File: src/ts_adapt_regs.svh
// Purpose: Shared constants for the transport adaptation timing ends
// Assumes: 125 MHz hclk, 27 MHz system time, byte-wide packet link
// Notes:   Definitions only
`ifndef TS_ADAPT_REGS_SVH
`define TS_ADAPT_REGS_SVH
// ----------------------------------------
// Framing
// ----------------------------------------
`define TS_SYNC       8'h47
`define TS_PKT_LEN    8'd188
`define FLG_DISC      7
`define FLG_RAP       6
`define FLG_PCR       4
`define FLG_OPCR      3
`define FLG_SPL       2
// ----------------------------------------
// System time
// ----------------------------------------
`define STC_HZ        64'd27000000
`define HCLK_HZ       64'd125000000
`define STC_STEP      (32'((`STC_HZ << 32) / `HCLK_HZ))
`define STC_ADJ       32'h00000100
`define PCR_EXT_MOD   42'd300
`define PCR_EXT_MAX   9'd299
// ----------------------------------------
// Controller registers
// ----------------------------------------
`define REG_CTRL      12'h000
`define REG_CMD       12'h004
`define REG_SPLICE    12'h008
`define REG_STATUS    12'h00C
`define CTRL_EN       16
`define CTRL_PCR      17
`define CMD_RAP       0
`define CMD_DISC      1
`define CTRL_RST      32'h00000000
`endif

File: src/ts_adapt_pkg.sv
// Purpose: Types shared by both transport ends
// Assumes: Nothing
// Notes:   State enums only
package ts_adapt_pkg;
  typedef enum logic [3:0] {
    RX_HDR, RX_SKIP, RX_AFLEN, RX_AFFLG, RX_PCR, RX_OPCR, RX_SPL, RX_AFSKIP, RX_PAY
  } rx_state_t;
  typedef enum logic [2:0] {
    TX_IDLE, TX_HDR, TX_AFLEN, TX_AFFLG, TX_PCR, TX_SPL, TX_PAY
  } tx_state_t;
endpackage

File: src/ts_link_if.sv
// Purpose: Byte-wide transport packet link between encoder and receiver
// Assumes: Both ends on hclk
// Notes:   One byte per cycle while ts_valid
`timescale 1ns/1ns
`default_nettype none
interface ts_link_if;
  logic [7:0] ts_data;
  logic       ts_valid;
  logic       ts_sop;
  modport enc (output ts_data, output ts_valid, output ts_sop);
  modport dec (input ts_data, input ts_valid, input ts_sop);
endinterface
`default_nettype wire
File: src/ts_adapt_rx.sv
// Purpose: Receiver end: adaptation header parse, system time recovery
// Assumes: Link bytes synchronous to hclk, ts_sop on the sync byte
// Notes:   One selected stream
`timescale 1ns/1ns
`default_nettype none
`include "ts_adapt_regs.svh"
module ts_adapt_rx
  import ts_adapt_pkg::*;
#(
  parameter int unsigned AV_DIV = 562
) (
  // Clock and reset
  input  wire logic               hclk,
  input  wire logic               hresetn,
  // Transport link
  ts_link_if.dec                  link,
  // Control
  input  wire logic [12:0]        sel_stream,
  input  wire logic               chan_change,
  // System time
  output logic        [41:0]      stc_q,
  output logic signed [42:0]      phase_err_q,
  output logic                    pcr_seen_q,
  output logic                    av_tick_q,
  // Events
  output logic                    rap_q,
  output logic                    disc_q,
  output logic                    splice_zero_q,
  output logic        [7:0]       splice_cnt_q,
  output logic                    cc_err_q,
  output logic                    sync_err_q,
  output logic                    discard_q,
  // Payload
  output logic        [7:0]       pay_data_q,
  output logic                    pay_valid_q
);

  rx_state_t   state_q;
  rx_state_t   af_nx;
  rx_state_t   body_st;
  logic [2:0]  fcnt_q;
  logic [4:0]  pid_hi_q;
  logic        match_q;
  logic [1:0]  afc_q;
  logic [7:0]  af_left_q;
  logic [7:0]  flags_q;
  logic [7:0]  fl;
  logic [39:0] pcr_sr_q;
  logic [3:0]  cc_q;
  logic        cc_ok_q;
  logic        load_q;
  logic [31:0] step_q;
  logic [31:0] acc_q;
  logic [32:0] acc_sum;
  logic [15:0] av_cnt_q;
  logic [47:0] pcr_raw;
  logic [41:0] pcr_lin;
  logic signed [42:0] err_now;
  logic [7:0]  d;
  logic        flg_now;
  logic        pcr_now;
  logic        spl_now;
  logic        hdr3;

  // ----------------------------------------
  // Byte strobes
  // ----------------------------------------
  assign d       = link.ts_data;
  assign body_st = afc_q[0] ? RX_PAY : RX_SKIP;
  assign flg_now = link.ts_valid && !link.ts_sop && state_q == RX_AFFLG && match_q;
  assign pcr_now = link.ts_valid && !link.ts_sop && state_q == RX_PCR && fcnt_q == 3'd5
                   && match_q;
  assign spl_now = link.ts_valid && !link.ts_sop && state_q == RX_SPL && match_q;
  assign hdr3    = link.ts_valid && !link.ts_sop && state_q == RX_HDR && fcnt_q == 3'd3;
  assign pcr_raw = {pcr_sr_q, d};
  assign pcr_lin = 42'(pcr_raw[47:15]) * `PCR_EXT_MOD + 42'(pcr_raw[8:0]);
  assign err_now = $signed({1'b0, pcr_lin}) - $signed({1'b0, stc_q});
  assign acc_sum = {1'b0, acc_q} + {1'b0, step_q};

  // ----------------------------------------
  // Adaptation field walk
  // ----------------------------------------
  always_comb begin
    fl    = (state_q == RX_AFFLG) ? d : flags_q;
    af_nx = RX_AFSKIP;
    case (state_q)
      RX_AFFLG: begin
        if (fl[`FLG_PCR])       af_nx = RX_PCR;
        else if (fl[`FLG_OPCR]) af_nx = RX_OPCR;
        else if (fl[`FLG_SPL])  af_nx = RX_SPL;
      end
      RX_PCR: begin
        if (fcnt_q != 3'd5)     af_nx = RX_PCR;
        else if (fl[`FLG_OPCR]) af_nx = RX_OPCR;
        else if (fl[`FLG_SPL])  af_nx = RX_SPL;
      end
      RX_OPCR: begin
        if (fcnt_q != 3'd5)     af_nx = RX_OPCR;
        else if (fl[`FLG_SPL])  af_nx = RX_SPL;
      end
      default: af_nx = RX_AFSKIP;
    endcase
  end

  // ----------------------------------------
  // Packet parser
  // ----------------------------------------
  always_ff @(posedge hclk or negedge hresetn) begin
    if (!hresetn) begin
      state_q   <= RX_SKIP;
      fcnt_q    <= 3'd0;
      pid_hi_q  <= 5'h00;
      match_q   <= 1'b0;
      afc_q     <= 2'b00;
      af_left_q <= 8'h00;
      flags_q   <= 8'h00;
      pcr_sr_q  <= 40'h0;
    end else if (link.ts_valid) begin
      if (link.ts_sop) begin
        fcnt_q  <= 3'd1;
        match_q <= 1'b0;
        state_q <= (d == `TS_SYNC) ? RX_HDR : RX_SKIP;
      end else begin
        case (state_q)
          RX_HDR: begin
            fcnt_q <= fcnt_q + 3'd1;
            if (fcnt_q == 3'd1) pid_hi_q <= d[4:0];
            if (fcnt_q == 3'd2) match_q <= ({pid_hi_q, d} == sel_stream);
            if (fcnt_q == 3'd3) begin
              afc_q <= d[5:4];
              if (d[5])      state_q <= RX_AFLEN;
              else if (d[4]) state_q <= RX_PAY;
              else           state_q <= RX_SKIP;
            end
          end
          RX_AFLEN: begin
            af_left_q <= d;
            state_q   <= (d == 8'h00) ? body_st : RX_AFFLG;
          end
          RX_AFFLG, RX_PCR, RX_OPCR, RX_SPL, RX_AFSKIP: begin
            af_left_q <= af_left_q - 8'd1;
            fcnt_q    <= (state_q == RX_AFFLG || fcnt_q == 3'd5) ? 3'd0 : fcnt_q + 3'd1;
            if (state_q == RX_AFFLG) flags_q <= d;
            if (state_q == RX_PCR)   pcr_sr_q <= {pcr_sr_q[31:0], d};
            state_q <= (af_left_q == 8'd1) ? body_st : af_nx;
          end
          default: state_q <= state_q;
        endcase
      end
    end
  end

  // ----------------------------------------
  // Events
  // ----------------------------------------
  always_ff @(posedge hclk or negedge hresetn) begin
    if (!hresetn) begin
      rap_q         <= 1'b0;
      disc_q        <= 1'b0;
      splice_zero_q <= 1'b0;
      splice_cnt_q  <= 8'h00;
      sync_err_q    <= 1'b0;
    end else begin
      rap_q         <= flg_now && d[`FLG_RAP];
      disc_q        <= flg_now && d[`FLG_DISC];
      splice_zero_q <= spl_now && d == 8'h00;
      sync_err_q    <= link.ts_valid && link.ts_sop && d != `TS_SYNC;
      if (spl_now) splice_cnt_q <= d;
    end
  end

  // ----------------------------------------
  // Sequence count check
  // ----------------------------------------
  always_ff @(posedge hclk or negedge hresetn) begin
    if (!hresetn) begin
      cc_q     <= 4'h0;
      cc_ok_q  <= 1'b0;
      cc_err_q <= 1'b0;
    end else begin
      cc_err_q <= 1'b0;
      if (chan_change) begin
        cc_ok_q <= 1'b0;
      end else if (hdr3 && match_q && d[4]) begin
        cc_q    <= d[3:0];
        cc_ok_q <= 1'b1;
        cc_err_q <= cc_ok_q && d[3:0] != cc_q + 4'd1 && d[3:0] != cc_q;
      end
    end
  end

  // ----------------------------------------
  // Resync discard and phase load
  // ----------------------------------------
  always_ff @(posedge hclk or negedge hresetn) begin
    if (!hresetn) begin
      discard_q <= 1'b1;
      load_q    <= 1'b1;
    end else begin
      if (chan_change)                        discard_q <= 1'b1;
      else if (flg_now && d[`FLG_RAP])        discard_q <= 1'b0;
      if (chan_change || (flg_now && d[`FLG_DISC])) load_q <= 1'b1;
      else if (pcr_now)                       load_q <= 1'b0;
    end
  end

  // ----------------------------------------
  // Payload out
  // ----------------------------------------
  always_ff @(posedge hclk or negedge hresetn) begin
    if (!hresetn) begin
      pay_data_q  <= 8'h00;
      pay_valid_q <= 1'b0;
    end else begin
      pay_data_q  <= d;
      pay_valid_q <= link.ts_valid && !link.ts_sop && state_q == RX_PAY
                     && match_q && !discard_q;
    end
  end

  // ----------------------------------------
  // Local system time
  // ----------------------------------------
  always_ff @(posedge hclk or negedge hresetn) begin
    if (!hresetn) begin
      acc_q  <= 32'h0;
      step_q <= `STC_STEP;
      stc_q  <= 42'h0;
    end else begin
      acc_q <= acc_sum[31:0];
      if (pcr_now && load_q) begin
        stc_q <= pcr_lin;
      end else begin
        stc_q <= stc_q + 42'(acc_sum[32]);
      end
      if (pcr_now && !load_q) begin
        if (err_now > 0)      step_q <= step_q + `STC_ADJ;
        else if (err_now < 0) step_q <= step_q - `STC_ADJ;
      end
    end
  end

  // Time error report
  always_ff @(posedge hclk or negedge hresetn) begin
    if (!hresetn) begin
      phase_err_q <= 43'sd0;
      pcr_seen_q  <= 1'b0;
    end else begin
      pcr_seen_q <= pcr_now;
      if (pcr_now) phase_err_q <= err_now;
    end
  end

  // Sample clock derived from recovered time
  always_ff @(posedge hclk or negedge hresetn) begin
    if (!hresetn) begin
      av_cnt_q  <= 16'h0;
      av_tick_q <= 1'b0;
    end else begin
      av_tick_q <= 1'b0;
      if (acc_sum[32]) begin
        if (av_cnt_q == 16'(AV_DIV - 1)) begin
          av_cnt_q  <= 16'h0;
          av_tick_q <= 1'b1;
        end else begin
          av_cnt_q <= av_cnt_q + 16'd1;
        end
      end
    end
  end

endmodule
`default_nettype wire

File: src/flat_wrapper.sv
// flat-port wrapper written by rule: the top's interface ports become plain ports
module ts_adapt_rx_flat import ts_adapt_pkg::*;
#(
  parameter int unsigned AV_DIV = 562
)
  (hclk, hresetn, sel_stream, chan_change, stc_q, phase_err_q, pcr_seen_q, av_tick_q, rap_q, disc_q, splice_zero_q, splice_cnt_q, cc_err_q, sync_err_q, discard_q, pay_data_q, pay_valid_q, link_ts_data, link_ts_valid, link_ts_sop);
  ts_link_if link_i ();
  input  wire logic hclk;
  input  wire logic hresetn;
  input  wire logic [12:0] sel_stream;
  input  wire logic chan_change;
  output logic        [41:0] stc_q;
  output logic signed [42:0] phase_err_q;
  output logic pcr_seen_q;
  output logic av_tick_q;
  output logic rap_q;
  output logic disc_q;
  output logic splice_zero_q;
  output logic        [7:0] splice_cnt_q;
  output logic cc_err_q;
  output logic sync_err_q;
  output logic discard_q;
  output logic        [7:0] pay_data_q;
  output logic pay_valid_q;
  input wire logic [$bits(link_i.ts_data)-1:0] link_ts_data;
  input wire logic [$bits(link_i.ts_valid)-1:0] link_ts_valid;
  input wire logic [$bits(link_i.ts_sop)-1:0] link_ts_sop;
  assign link_i.ts_data = link_ts_data;
  assign link_i.ts_valid = link_ts_valid;
  assign link_i.ts_sop = link_ts_sop;
  ts_adapt_rx #(.AV_DIV(AV_DIV)) u_core (.hclk(hclk), .hresetn(hresetn), .link(link_i), .sel_stream(sel_stream), .chan_change(chan_change), .stc_q(stc_q), .phase_err_q(phase_err_q), .pcr_seen_q(pcr_seen_q), .av_tick_q(av_tick_q), .rap_q(rap_q), .disc_q(disc_q), .splice_zero_q(splice_zero_q), .splice_cnt_q(splice_cnt_q), .cc_err_q(cc_err_q), .sync_err_q(sync_err_q), .discard_q(discard_q), .pay_data_q(pay_data_q), .pay_valid_q(pay_valid_q));
endmodule
File: config.mk
export PLATFORM = sky130hd
export DESIGN_NAME = ts_adapt_rx_flat
export DESIGN_NICKNAME = d
export VERILOG_FILES = /design/src/ts_adapt_pkg.sv /design/src/ts_link_if.sv /design/src/ts_adapt_rx.sv /design/src/flat_wrapper.sv
export VERILOG_INCLUDE_DIRS = /design/src
export SDC_FILE = /design/constraint.sdc
export NUM_CORES = 1
export LEC_CHECK = 0
export ABC_CLOCK_PERIOD_IN_PS = 14400
export BUFFER_PORTS_ARGS = -buffer_cell sky130_fd_sc_hd__buf_2
export CELL_PAD_IN_SITES_DETAIL_PLACEMENT = 0
export CELL_PAD_IN_SITES_GLOBAL_PLACEMENT = 1
export CORE_MARGIN = 4
export CORE_UTILIZATION = 30
export CTS_CLUSTER_SIZE = 14
export DETAILED_ROUTE_END_ITERATION = 16
export PLACE_DENSITY_LB_ADDON = 0.1
export SYNTH_ARGS = -nofsm -noshare
export SYNTH_HDL_FRONTEND = slang
export SYNTH_SLANG_ARGS = --single-unit
File: constraint.sdc
create_clock -name hclk -period 14.4 [get_ports hclk]
set_input_delay 0.72 -clock hclk [delete_from_list [all_inputs] [get_ports hclk]]
set_output_delay 0.72 -clock hclk [all_outputs]
set_load 0.02 [all_outputs]
==> Yosys cells after proc, flatten, opt, wreduce, memory -nomap -nowiden <==
Index checks and enable logic that the tools add are counted.
{ "word_totals": {"register_bits": 263, "latchBits": 0, "ramBits": 0, "mem_bits_ro": 0, "inputBits": 26, "output_inout_bits": 110, "elab_cells": 152, "n_memories": 0} }
{ "classes": {"n_addsub": 10, "mul": 1, "n_div": 0, "magnitude_cmp": 2, "n_eq_ne": 20, "n_shift": 0, "n_mux": 37, "n_bitwise": 2, "n_reduce_logical": 52} }
{ "op_table": {"columns": ["operator", "count"], "rows": [
  ["$mux 32", 2],
  ["$gt 43x1->1 const B", 1],
  ["$lt 43x1->1 const B", 1],
  ["$sub 42x42->43", 1],
  ["$add 42x1->42", 1],
  ["$add 42x9->42", 1],
  ["$mux 42", 1],
  ["$mul 33x7->40 const B", 1],
  ["$mux 4", 9],
  ["$add 32x32->33", 1],
  ["$add 32x9->32 const B", 1],
  ["$sub 32x9->32 const B", 1],
  ["$logic_and 1x1->1", 24],
  ["$pmux 4 s3", 2],
  ["$add 16x1->16 const B", 1],
  ["$eq 16x10->1 const B", 1],
  ["$eq 4x3->1 const B", 4],
  ["$mux 16", 1],
  ["$pmux 8 s2", 1],
  ["$reduce_and 4->1", 4],
  ["$mux 1", 15],
  ["$reduce_bool 2->1", 7],
  ["$eq 13x13->1", 1],
  ["$reduce_and 3->1", 4],
  ["26 further kinds", 38]
]} }

==> Depth between registers and ports, before layout <==
Gate-level depths: netlist of the first run.
{ "depth": {"depth_word": 9, "ltp_mapped": 45, "ltp_nobuf": 43} }

==> Worst setup path after synthesis of the first run <==
Ideal clock, no wire load.
{ "synth_timing": {"path_kind": "reg-to-reg", "from": "register u_core.pcr_sr_q[13]", "to": "register u_core.step_q[31]", "setup_ps": 68, "arrival_ps": 10213, "required_time_ps": 14332, "path_slack_ps": 4119, "stages_incl_launch_ff": 43, "path_buffers": 3, "period_less_slack_ps": 10281, "cell_sequence": "dfrtp_1 -> ha_1 -> ha_1 -> fa_1 -> inv_1 -> fa_1 -> inv_1 -> ha_1 -> clkbuf_2 -> a21o_1 -> or2_2 -> o22ai_2 -> a2111oi_0 -> a211o_1 -> or3b_2 -> nor4_1 -> nor3b_2 -> xnor2_1 -> [7 not listed] -> o21ai_0 -> and2_1 -> o311ai_1 -> nor2_1 -> nand2_1 -> nand2_1 -> ha_1 -> a21o_1 -> a21o_1 -> a21oi_1 -> nor3b_1 -> a31oi_1 -> a21o_1 -> a211o_1 -> xnor2_1 -> nand2_1 -> o221a_2 -> nand3_1"} }
{ "synth_between": {"elab_chain_len": 6, "word_cells_on_any_way": 8, "cone_classes": "2 x add/sub; 1 x mul; 2 x order compare; 1 x mux; 2 x reduce/logical"} }
{ "synth_rtl": {"columns": ["item", "line", "text"], "rows": [
  ["start, declared", "ts_adapt_rx.sv:48", "logic [39:0] pcr_sr_q;"],
  ["start signal, assigned", "ts_adapt_rx.sv:144", "if (state_q == RX_PCR) pcr_sr_q <= {pcr_sr_q[31:0], d};"],
  ["$mul 33x7->40 (no line) (*)", null, null],
  ["$add 42x9->42 (*)", "ts_adapt_rx.sv:76", "assign pcr_lin = 42'(pcr_raw[47:15]) * `PCR_EXT_MOD + 42'(pcr_raw[8:0]);"],
  ["$sub 42x42->43 (*)", "ts_adapt_rx.sv:77", "assign err_now = $signed({1'b0, pcr_lin}) - $signed({1'b0, stc_q});"],
  ["$lt 43x1->1 or $gt 43x1->1 (tied branches)", "ts_adapt_rx.sv:238, ts_adapt_rx.sv:237", null],
  ["$reduce_bool 2->1 (no line)", null, null],
  ["$reduce_and 2->1 (no line)", null, null],
  ["end signal, assigned", "ts_adapt_rx.sv:227", "step_q <= `STC_STEP;"],
  ["end signal, assigned", "ts_adapt_rx.sv:237", "if (err_now > 0) step_q <= step_q + `STC_ADJ;"],
  ["end signal, assigned", "ts_adapt_rx.sv:238", "else if (err_now < 0) step_q <= step_q - `STC_ADJ;"],
  ["end, declared", "ts_adapt_rx.sv:52", "logic [31:0] step_q;"]
]} }
Every way passes the cells marked *; elsewhere a longest branch is shown, timed or not.
A chain may end at the register's enable or synchronous reset.

==> Final worst setup path of the first run <==
{ "layout_timing": {"from": "register u_core.pcr_sr_q[12]", "to": "register u_core.step_q[31]"} }
Same word-level chain as after synthesis.

==> run_results.csv, run 1 <==
group,metric,value,unit
flow_run,drv_cap,0,
clock_tree,hold_buffers,0,
sta,fin_skew,0.0213,ns
yosys,synth_ff_type,"dfrtp_1",
yosys,syn-cell-area,22100,sq um
routing,drt_iter0_drc,965,
placed_design,portBuffers,135,
worst_hold_path,hp-class,"primary input to async pin",
pwr,power,2.97,mW
sta,fin_setup_tns,0,ns
routing,ant_nets,0,
finish,final_cell_mix,"nand2_1 (291), inv_1 (248), dfrtp_1 (236)",
setup_path,end_kind,"flip-flop",
pwr,peakVddDrop,0.0687,mV
clock_tree,clk_pin_slew,0.06,ns
setup_path,r2r-end,"u_core.step_q[31]",
sta,fmax,0.0844,GHz
clock_tree,cts_tree,"yes",
global_routing,grt.overflow.total,0,
placed_design,dpl.hpwl,52.1,mm
floorplanning,fp.dieArea,78100,sq um
global_routing,grt_pass1_wl,106,mm
setup_path,crit_required,14.89,ns
setup_path,cp_top_family,"simple AND/OR/NAND/NOR gates",
setup_path,critPathMaxFanout,22,
sta,maxSlewHeadroom,23.8,%
finish,multi_input_area,14500,sq um
global_routing,antenna_found_initial,0,
setup_path,crit_arrival,12.33,ns
setup_path,crit_path_start_kind,"flip-flop",
clock_tree,clockBufferDepth,3,
yosys,syn_nets,2868,
placed_design,gp_congestion,0.839,
routing,drt-vias-per-instance,5.04,
clock_tree,cts_setup_buffers,0,
routing,vias,18400,
global_routing,grtUsageTotal,16.7,%
routing,wl_per_cell,18.2,microns
clock_tree,ctsResizeCount,0,
finish,ff_latch_area,6330,sq um
finish,layout.nets,2964,
sta,fin_crit,11.85,ns
floorplanning,start_util,30.3,%
finish,nFillCells,7654,
status,outcome,"finished, final reports clean",
setup_path,slowest_delay,0.57,ns
sta,finalSetupViolCount,0,
yosys,ys_ff_latch,252,
global_routing,grt_max_degree,151,
sta,finalCritPeriodShare,82.3,%
sta,fin_ws,2.55,ns
pwr,power_density,119,nW/um^2
floorplanning,io_pins,136,
yosys,yosysSeqAreaShare,28.6,%
yosys,yosys.cell_types.count,90,
setup_path,path_class,"flip-flop to flip-flop",
routing,firstDrtPassIters,5,
finish,area_growth,12.7,%
floorplanning,die_x,279,microns
setup_path,cp_num_buf_inv,2,
sta,rsz0062_at_grt,"false",
finish,layout_commonest_cell,"nand2_1",
clock_tree,htreeDepth,2,
clock_tree,clkLatencyLatePin,0.56,ns
setup_path,worst-r2r-cell-count,39,
floorplanning,die_y,279,microns
sta,worst_pin_slew,1.13,ns
clock_tree,cts-root-buf,"clkbuf_16",
yosys,synth_edf_count,0,
yosys,ys_warn_count,0,
setup_path,crit_slowest_cell,"ha_1",
pwr,p_leak,12.0,nW
floorplanning,rows,99,
placed_design,placedCellCount,3580,
placed_design,dp_slack,2.49,ns
finish,finalNonFillerCells,3647,
yosys,syn_inst,2563,
finish,final_layout_size_suffix_gt1_share,11.9,%
sta,slew_viol_final,0,
global_routing,grt_pass1_vias,18500,
setup_path,r2r_slack,2.55,ns
floorplanning,coreArea,73000,sq um
yosys,syn_avg_cell_area,8.62,sq um
setup_path,critPathMostFrequentCell,"ha_1",
clock_tree,cts_buffers,36,
setup_path,reg2reg_from,"u_core.pcr_sr_q[12]",
routing,drt_wl_total,66.5,mm
sta,finalHoldViolations,0,
clock_tree,numClockSinks,252,
routing,drcViolationCount,0,
yosys,async_flop_share,100,%
-- layout make-up --
cell class	count	share of cell area (%)
well taps	959	4.82
clock buffers	51	4.04
clock inverters	15	0.763
diodes	1	0.0100
repair buffers	141	2.98
flip-flops and latches	252	25.4
multi-input cells	1980	58.3
inverters	248	3.74
-- registers in the layout (all words and copies together) (netlist names), 2 cells and up --
| name | count |
|---|---|
| u_core.pay_data_q | 8 |
| u_core.flags_q | 2 |
| u_core.cc_q | 4 |
| u_core.av_cnt_q | 16 |
| u_core.fcnt_q | 3 |
| u_core.splice_cnt_q | 8 |
| u_core.stc_q | 42 |
| u_core.state_q | 4 |
| u_core.step_q | 24 |
| u_core.acc_q | 32 |
| u_core.phase_err_q | 43 |
| u_core.pcr_sr_q | 40 |
| u_core.pid_hi_q | 5 |
| u_core.af_left_q | 8 |
-- logic make-up after synthesis --
kind of cell	Yosys count	synth area share, %
xor gates and xnor gates	192	7.61
DFF	252	28.6
AOI/OAI and AO/OA	604	17.4
muxes	76	4.11
and+or+nand+nor	829	18.6
adders and majority gates	279	17.8
buffers and inverters	331	5.75
-- through the flow --
stage | utilization (%) | cell area [sq um] | hold slack [ns]
after floorplan | - | 22100 | 0.424
after global placement | 32.5 | 23700 | 0.454
after detailed placement | 32.5 | 23700 | 0.459
after CTS | 34.1 | 24900 | 0.228
after global routing | 34.1 | 24900 | 0.267
final | 34.1 | 24900 | 0.217
-- Yosys cell counts, types with 53 or more instances --
library cell,instances,area share [%]
nand2_1,292,5.0
o21ai_0,166,3.8
a21o_1,63,2.1
xor2_1,57,2.3
nor2_1,136,2.3
dfrtp_1,236,27
nor3_1,53,1.2
xnor2_1,135,5.4
ha_1,219,12
a21oi_1,161,3.6
clkbuf_1,73,1.2
nand3_1,83,1.9
fa_1,60,5.4
inv_1,248,4.2
-- per-layer routing --
layer  track usage, %  share of wire (%)  vias up
met5                0                  0        -
met4             5.78                3.3        0
met3             2.14                3.5       77
met2             26.2                 44      288
met1             23.9                 49     8759
li1                 -                  -     9243
-- worst max path at each step --
stage | startpoint | to | slack [ns] | depth (start not counted)
floorplan | u_core.pcr_sr_q[13] | u_core.step_q[31] | 4.12 | 42
global placement | u_core.pcr_sr_q[12] | u_core.step_q[31] | 2.72 | 39
detailed placement | u_core.pcr_sr_q[12] | u_core.step_q[31] | 2.49 | 39
CTS | u_core.pcr_sr_q[12] | u_core.step_q[31] | 2.46 | 39
global route | u_core.pcr_sr_q[12] | u_core.step_q[30] | 1.61 | 39
finish | u_core.pcr_sr_q[12] | u_core.step_q[31] | 2.55 | 39
-- power by group --
| group | internal (mW) | leakage [nW] | switching, mW |
|---|---|---|---|
| clock network | 0.546 | 0.575 | 0.362 |
| logic | 0.438 | 8.22 | 0.799 |
| registers | 0.762 | 3.20 | 0.0619 |
(Power assumes the default switching activity.)
==> run 2, diff against run 1 <==
ABC_CLOCK_PERIOD_IN_PS = 10100   (was 14400)
clock period = 10.1 ns   (was 14.4 ns; I/O delays follow)
==> run 2 against run 1 <==
  * Global-route usage grew 0.61 points
  * Core utilization grew 4.8 points
  * First-iteration DRC count grew 1.7%
  * Register-to-register slack lost 2.2 ns
  * Final area grew 14%
==> run_results.csv, run 2 (synthesized netlist as in run 1, its figures left out) <==
group,metric,value,unit
sta,fmax,0.102,GHz
setup_path,crit_required,10.53,ns
setup_path,crit_arrival,10.22,ns
worst_hold_path,hp-class,"primary input to flip-flop",
global_routing,antenna_found_initial,0,
sta,finalSetupViolCount,0,
finish,layout_commonest_cell,"buf_4",
setup_path,crit_slowest_cell,"or4_4",
setup_path,cp_num_buf_inv,8,
status,outcome,"finished, final reports clean",
sta,worst_pin_slew,1.18,ns
sta,slew_viol_final,0,
sta,finalCritPeriodShare,97.0,%
floorplanning,fp.dieArea,78100,sq um
placed_design,gp_congestion,0.861,
floorplanning,io_pins,136,
flow_run,drv_cap,0,
floorplanning,coreArea,73000,sq um
floorplanning,die_y,279,microns
floorplanning,rows,99,
finish,multi_input_area,15800,sq um
sta,fin_crit,9.79,ns
setup_path,slowest_delay,0.55,ns
finish,final_cell_mix,"buf_4 (288), nand2_1 (284), inv_1 (244)",
global_routing,use_met3,2.18,%
clock_tree,cts_tree,"yes",
finish,layout.nets,3255,
global_routing,grtUsageMet2,28.8,%
pwr,p_leak,13.5,nW
setup_path,end_kind,"flip-flop",
pwr,peakVddDrop,0.104,mV
global_routing,busiest_layer,"met2",
routing,drt_iter0_drc,981,
routing,drt-vias-per-instance,4.98,
routing,firstDrtPassIters,5,
setup_path,path_class,"flip-flop to flip-flop",
floorplanning,start_util,30.3,%
clock_tree,cts-root-buf,"clkbuf_16",
setup_path,critPathMostFrequentCell,"buf_4",
placed_design,dpl.hpwl,55.6,mm
clock_tree,cts_buffers,35,
global_routing,grt_max_degree,76,
routing,drt_wl_total,70.3,mm
routing,drcViolationCount,0,
setup_path,cp_top_family,"simple AND/OR/NAND/NOR gates",
global_routing,grtUsageTotal,17.4,%
clock_tree,clockBufferDepth,3,
placed_design,portBuffers,135,
setup_path,critPathMaxFanout,6,
finish,ff_latch_area,6340,sq um
finish,antennaDiodeCount,0,
sta,fin_setup_tns,0,ns
clock_tree,clk_pin_slew,0.06,ns
finish,reg_top3,"u_core.phase_err_q (43), u_core.stc_q (42), u_core.pcr_sr_q (40)",
global_routing,grt.overflow.total,0,
routing,ant_nets,0,
floorplanning,die_x,279,microns
finish,final_layout_size_suffix_gt1_share,26.2,%
routing,vias,19600,
clock_tree,numClockSinks,252,
finish,nFillCells,7421,
finish,regMostFlops,"u_core.phase_err_q",
routing,wl_per_cell,17.9,microns
clock_tree,htreeDepth,2,
pwr,power,4.55,mW
setup_path,crit_path_start_kind,"flip-flop",
global_routing,grt_pass1_wl,110,mm
sta,fin_skew,0.0297,ns
finish,largest_reg_flops,43,
sta,maxSlewHeadroom,21.4,%
global_routing,grt_pass1_vias,19600,
clock_tree,clkLatencyLatePin,0.57,ns
global_routing,met1_usage,24.3,%
sta,finalHoldViolations,0,
pwr,power_density,160,nW/um^2
finish,area_growth,28.7,%
## run 2: cell types whose count changed in the layout (fill, tap and decap cells not counted), moves of 16 or more
| cell | change |
|---|---|
| a21oi_1 | -22 |
| o21ai_0 | -18 |
| ha_4 | +46 |
| buf_4 | +283 |
| a21oi_2 | +16 |
| ha_1 | -48 |
## run 2: per-stage QoR
step	worst slack (ns)	instances	utilization (%)	area, sq um	hold WS (ns)
2_1_floorplan	0.00692	2563	-	22100	0.209
3_3_place_gp	-0.156	3844	35.2	25700	0.453
3_5_place_dp	-0.219	3844	35.2	25700	0.458
4_1_cts	-0.00189	3908	36.9	27000	0.144
5_1_grt	-0.170	3935	39.0	28400	0.158
6_report	0.306	3935	39.0	28400	0.180
## run 2: power by group
| part | leakage (nW) | switching (mW) | internal (mW) | total, mW |
|---|---|---|---|---|
| clock | 0.576 | 0.505 | 0.777 | 1.28 |
| combinational | 9.74 | 1.25 | 0.842 | 2.09 |
| sequential | 3.18 | 0.0819 | 1.09 | 1.17 |
## run 2: layer usage
metal  up-vias  wire length [microns]  part of all wire (%)
li1       9807                      -                     -
met1      9479                  33600                    48
met2       245                  33100                    47
met3        71                   2180                   3.1
met4         0                   1540                   2.2
met5         -                      0                     0
## run 2: final timing paths
kind | from | endpoint | slack, ns | depth (start not counted)
worst max-delay path | u_core.pcr_sr_q[20] | u_core.step_q[30] | 0.31 | 45
worst min-delay path | link_ts_data[0] | u_core.pay_data_q[0] | 0.18 | 1
worst max register to register | u_core.pcr_sr_q[20] | u_core.step_q[30] | 0.31 | 45
worst min register to register | u_core.phase_err_q[29] | u_core.phase_err_q[29] | 0.47 | 2
max in group asynchronous | hresetn | u_core.pcr_sr_q[13] | 7.50 | 4
min in group asynchronous | hresetn | u_core.phase_err_q[21] | 0.46 | 2
## run 2: worst register-to-register path: cells and delay by family (launching register included)
kind	cells	cell delay, ns
AO/OA/AOI/OAI	11	2.13
adder cells (fa/ha/maj)	7	2.35
flip-flops	1	0.41
multiplexers	1	0.25
XOR/XNOR	4	0.52
buffers and inverters	8	0.97
AND/OR/NAND/NOR	14	3.04
## run 2: area by class of cell
class / count / share of cell area (%)
clock buffer: 52 / 3.55
clock inverter: 11 / 0.598
inverter: 248 / 3.27
multi-input combinational: 1980 / 55.6
sequential: 252 / 22.3
tap: 959 / 4.22
timing repair buffer: 433 / 10.4
## run 2: what timing repair did
action | CTS | global route
gates resized for setup | 15 | 226
buffers inserted | 0 | 27
pin swaps | 3 | 84
endpoints found under the hold margin | 64 | 0
setup endpoints to repair | 8 | 16
hold buffers | 1 | 0
==> run 3, diff against run 2 <==
ABC_AREA = 1   (was default)
==> run 3 against run 2 <==
  * Sequential share of layout area up 1.8 points
  * Final cell count increased by 15%
  * Final area is 7.8% lower
  * Largest cell class unchanged
  * Core utilization shrank 4.5 points
==> run_results.csv, run 3 <==
group,metric,value,unit
finish,final_layout_size_suffix_gt1_share,7.47,%
global_routing,grt_pass1_vias,21500,
routing,drcViolationCount,0,
routing,drt_iter0_drc,1083,
yosys,synth_edf_count,0,
routing,vias,21400,
finish,nFillCells,8332,
setup_path,worst-r2r-cell-count,44,
status,outcome,"finished, final reports clean",
routing,wl_per_cell,16.6,microns
setup_path,crit_required,10.52,ns
finish,largest_reg_flops,43,
yosys,synth_top_area_cell,"dfrtp_1",
setup_path,crit_arrival,9.66,ns
yosys,synth_ff_type,"dfrtp_1",
placed_design,portBuffers,135,
clock_tree,cts_tree,"yes",
sta,rsz0062_at_grt,"false",
clock_tree,cts-root-buf,"clkbuf_16",
setup_path,slowest_delay,0.54,ns
yosys,yosys-top-cells-area,"dfrtp_1 (26%), nand2_1 (15%), ha_1 (12%), inv_1 (9.6%), fa_1 (5.2%)",
yosys,syn-cell-area,23000,sq um
flow_run,drv_cap,0,
yosys,syn_avg_cell_area,6.91,sq um
sta,fin_setup_tns,0,ns
setup_path,end_kind,"flip-flop",
finish,antennaDiodeCount,0,
worst_hold_path,hp-class,"primary input to flip-flop",
floorplanning,coreArea,75900,sq um
clock_tree,numClockSinks,252,
sta,worst_pin_slew,0.952,ns
global_routing,grtUsageTotal,18.3,%
setup_path,r2r_slack,0.86,ns
global_routing,grt_pass1_wl,120,mm
floorplanning,fp.dieArea,81200,sq um
floorplanning,start_util,30.3,%
clock_tree,clockBufferDepth,3,
yosys,syn_nets,3635,
yosys,ys_ff_latch,252,
finish,layout.nets,3787,
routing,firstDrtPassIters,9,
sta,finalHoldViolations,0,
clock_tree,cts_buffers,37,
sta,fin_skew,0.0142,ns
clock_tree,clkLatencyLatePin,0.57,ns
placed_design,gp_congestion,0.868,
clock_tree,clk_pin_slew,0.05,ns
global_routing,grt_max_degree,94,
worst_hold_path,hold_depth,1,
finish,layout_commonest_cell,"nand2_1",
setup_path,critPathMaxFanout,9,
sta,fmax,0.108,GHz
floorplanning,die_y,285,microns
global_routing,grt.overflow.total,0,
floorplanning,io_pins,136,
yosys,yosys.cell_types.count,54,
placed_design,dpl.hpwl,61.8,mm
setup_path,crit_slowest_cell,"fa_1",
setup_path,path_class,"flip-flop to flip-flop",
global_routing,antenna_found_initial,1,
floorplanning,die_x,285,microns
sta,maxSlewHeadroom,36.0,%
yosys,yosysMostFrequentCell,"nand2_1",
sta,finalCritPeriodShare,91.4,%
yosys,yosysSeqAreaShare,27.5,%
yosys,ys_warn_count,0,
yosys,async_flop_share,100,%
floorplanning,rows,101,
sta,fin_crit,9.24,ns
routing,drt_wl_total,75.2,mm
finish,final_cell_mix,"nand2_1 (929), inv_1 (589), nor2_1 (283)",
yosys,synthTopCellsByCount,"nand2_1 (930), inv_1 (589), nor2_1 (285)",
sta,slew_viol_final,0,
finish,reg_top3,"u_core.phase_err_q (43), u_core.stc_q (42), u_core.pcr_sr_q (40)",
finish,regMostFlops,"u_core.phase_err_q",
clock_tree,htreeDepth,2,
yosys,yosysTopAreaCellShare,25.7,%
clock_tree,cts_setup_buffers,0,
setup_path,crit_path_start_kind,"flip-flop",
setup_path,critPathMostFrequentCell,"nand2_1",
yosys,syn_inst,3330,
sta,finalSetupViolCount,0,
finish,area_growth,14.0,%
routing,drt-vias-per-instance,4.71,
routing,ant_nets,0,
==> run 3: changes by cell type after synthesis, moves of 51 or more <==
cell	change
nor2_1	+149
nand2_1	+638
xnor2_1	-108
xor2_1	+51
o21ai_0	+64
nand3_1	+80
inv_1	+341
==> run 3: area by class of cell <==
cell class / count / area [sq um] / area share (%)
Clock buffer: 50 / 1060 / 4.03
Clock inverter: 16 / 193 / 0.735
Inverter: 595 / 2230 / 8.52
Multi-Input combinational cell: 2449 / 14300 / 54.7
Sequential cell: 252 / 6330 / 24.1
Tap cell: 1030 / 1290 / 4.92
Timing Repair Buffer: 147 / 778 / 2.97
==> run 3: path summary, 6_finish.rpt <==
check,startpoint,to
setup / recovery,u_core.pcr_sr_q[22],u_core.step_q[20]
hold / removal,link_ts_data[3],u_core.pay_data_q[3]
setup reg to reg,u_core.pcr_sr_q[22],u_core.step_q[20]
hold reg to reg,u_core.acc_q[0],u_core.acc_q[0]
max in group asynchronous,hresetn,u_core.cc_err_q
min in group asynchronous,hresetn,u_core.phase_err_q[38]
==> run 3: what timing repair did <==
action / in CTS / in global routing
endpoints found under the setup margin: 0 / 11
endpoints found under the hold margin: 12 / 0
resized for setup: 0 / 8
hold buffers: 1 / 0
==> run 3: layer usage <==
metal | vias to the layer above | part of all wire [%] | track usage (%)
met3 | 100 | 3.8 | 2.59
li1 | 10900 | - | -
met2 | 313 | 45 | 29.8
met4 | 0 | 2.4 | 4.75
met1 | 10000 | 49 | 25.6
met5 | - | 0 | 0
==> run 3: worst max-delay path, delay by kind of cell, from the launching register on <==
family / cells / cell delay [ns]
XOR/XNOR: 1 / 0.16
buffers and inverters: 5 / 0.33
flip-flops: 1 / 0.45
AND/OR/NAND/NOR: 19 / 2.82
AO/OA/AOI/OAI: 12 / 2.40
adder cells (fa/ha/maj): 7 / 2.90
==> run 3: cells by family after synthesis <==
| logic type | after synthesis | synth area share [%] |
|---|---|---|
| XOR/XNOR | 140 | 5.50 |
| AND/OR/NAND/NOR | 1526 | 27.6 |
| AO/OA/AOI/OAI | 504 | 11.9 |
| buffers and inverters | 629 | 10.3 |
| adder cells (fa/ha/maj) | 279 | 17.1 |
| flip-flops | 252 | 27.5 |
==> run 3: through the flow <==
step           setup WS [ns]  util [%]  instance area [sq um]  cells  hold WS [ns]
2_1_floorplan           2.15         -                  23000   3330         0.209
3_3_place_gp           0.437      32.8                  24900   4472         0.410
3_5_place_dp           0.393      32.8                  24900   4472         0.412
4_1_cts                0.340      34.5                  26200   4539         0.132
5_1_grt               0.0128      34.5                  26200   4539         0.148
6_report               0.864      34.5                  26200   4539         0.170
Power of run 3 is not shown: default switching activity piles up to over one toggle a cycle in this logic, so the estimate is an artifact.
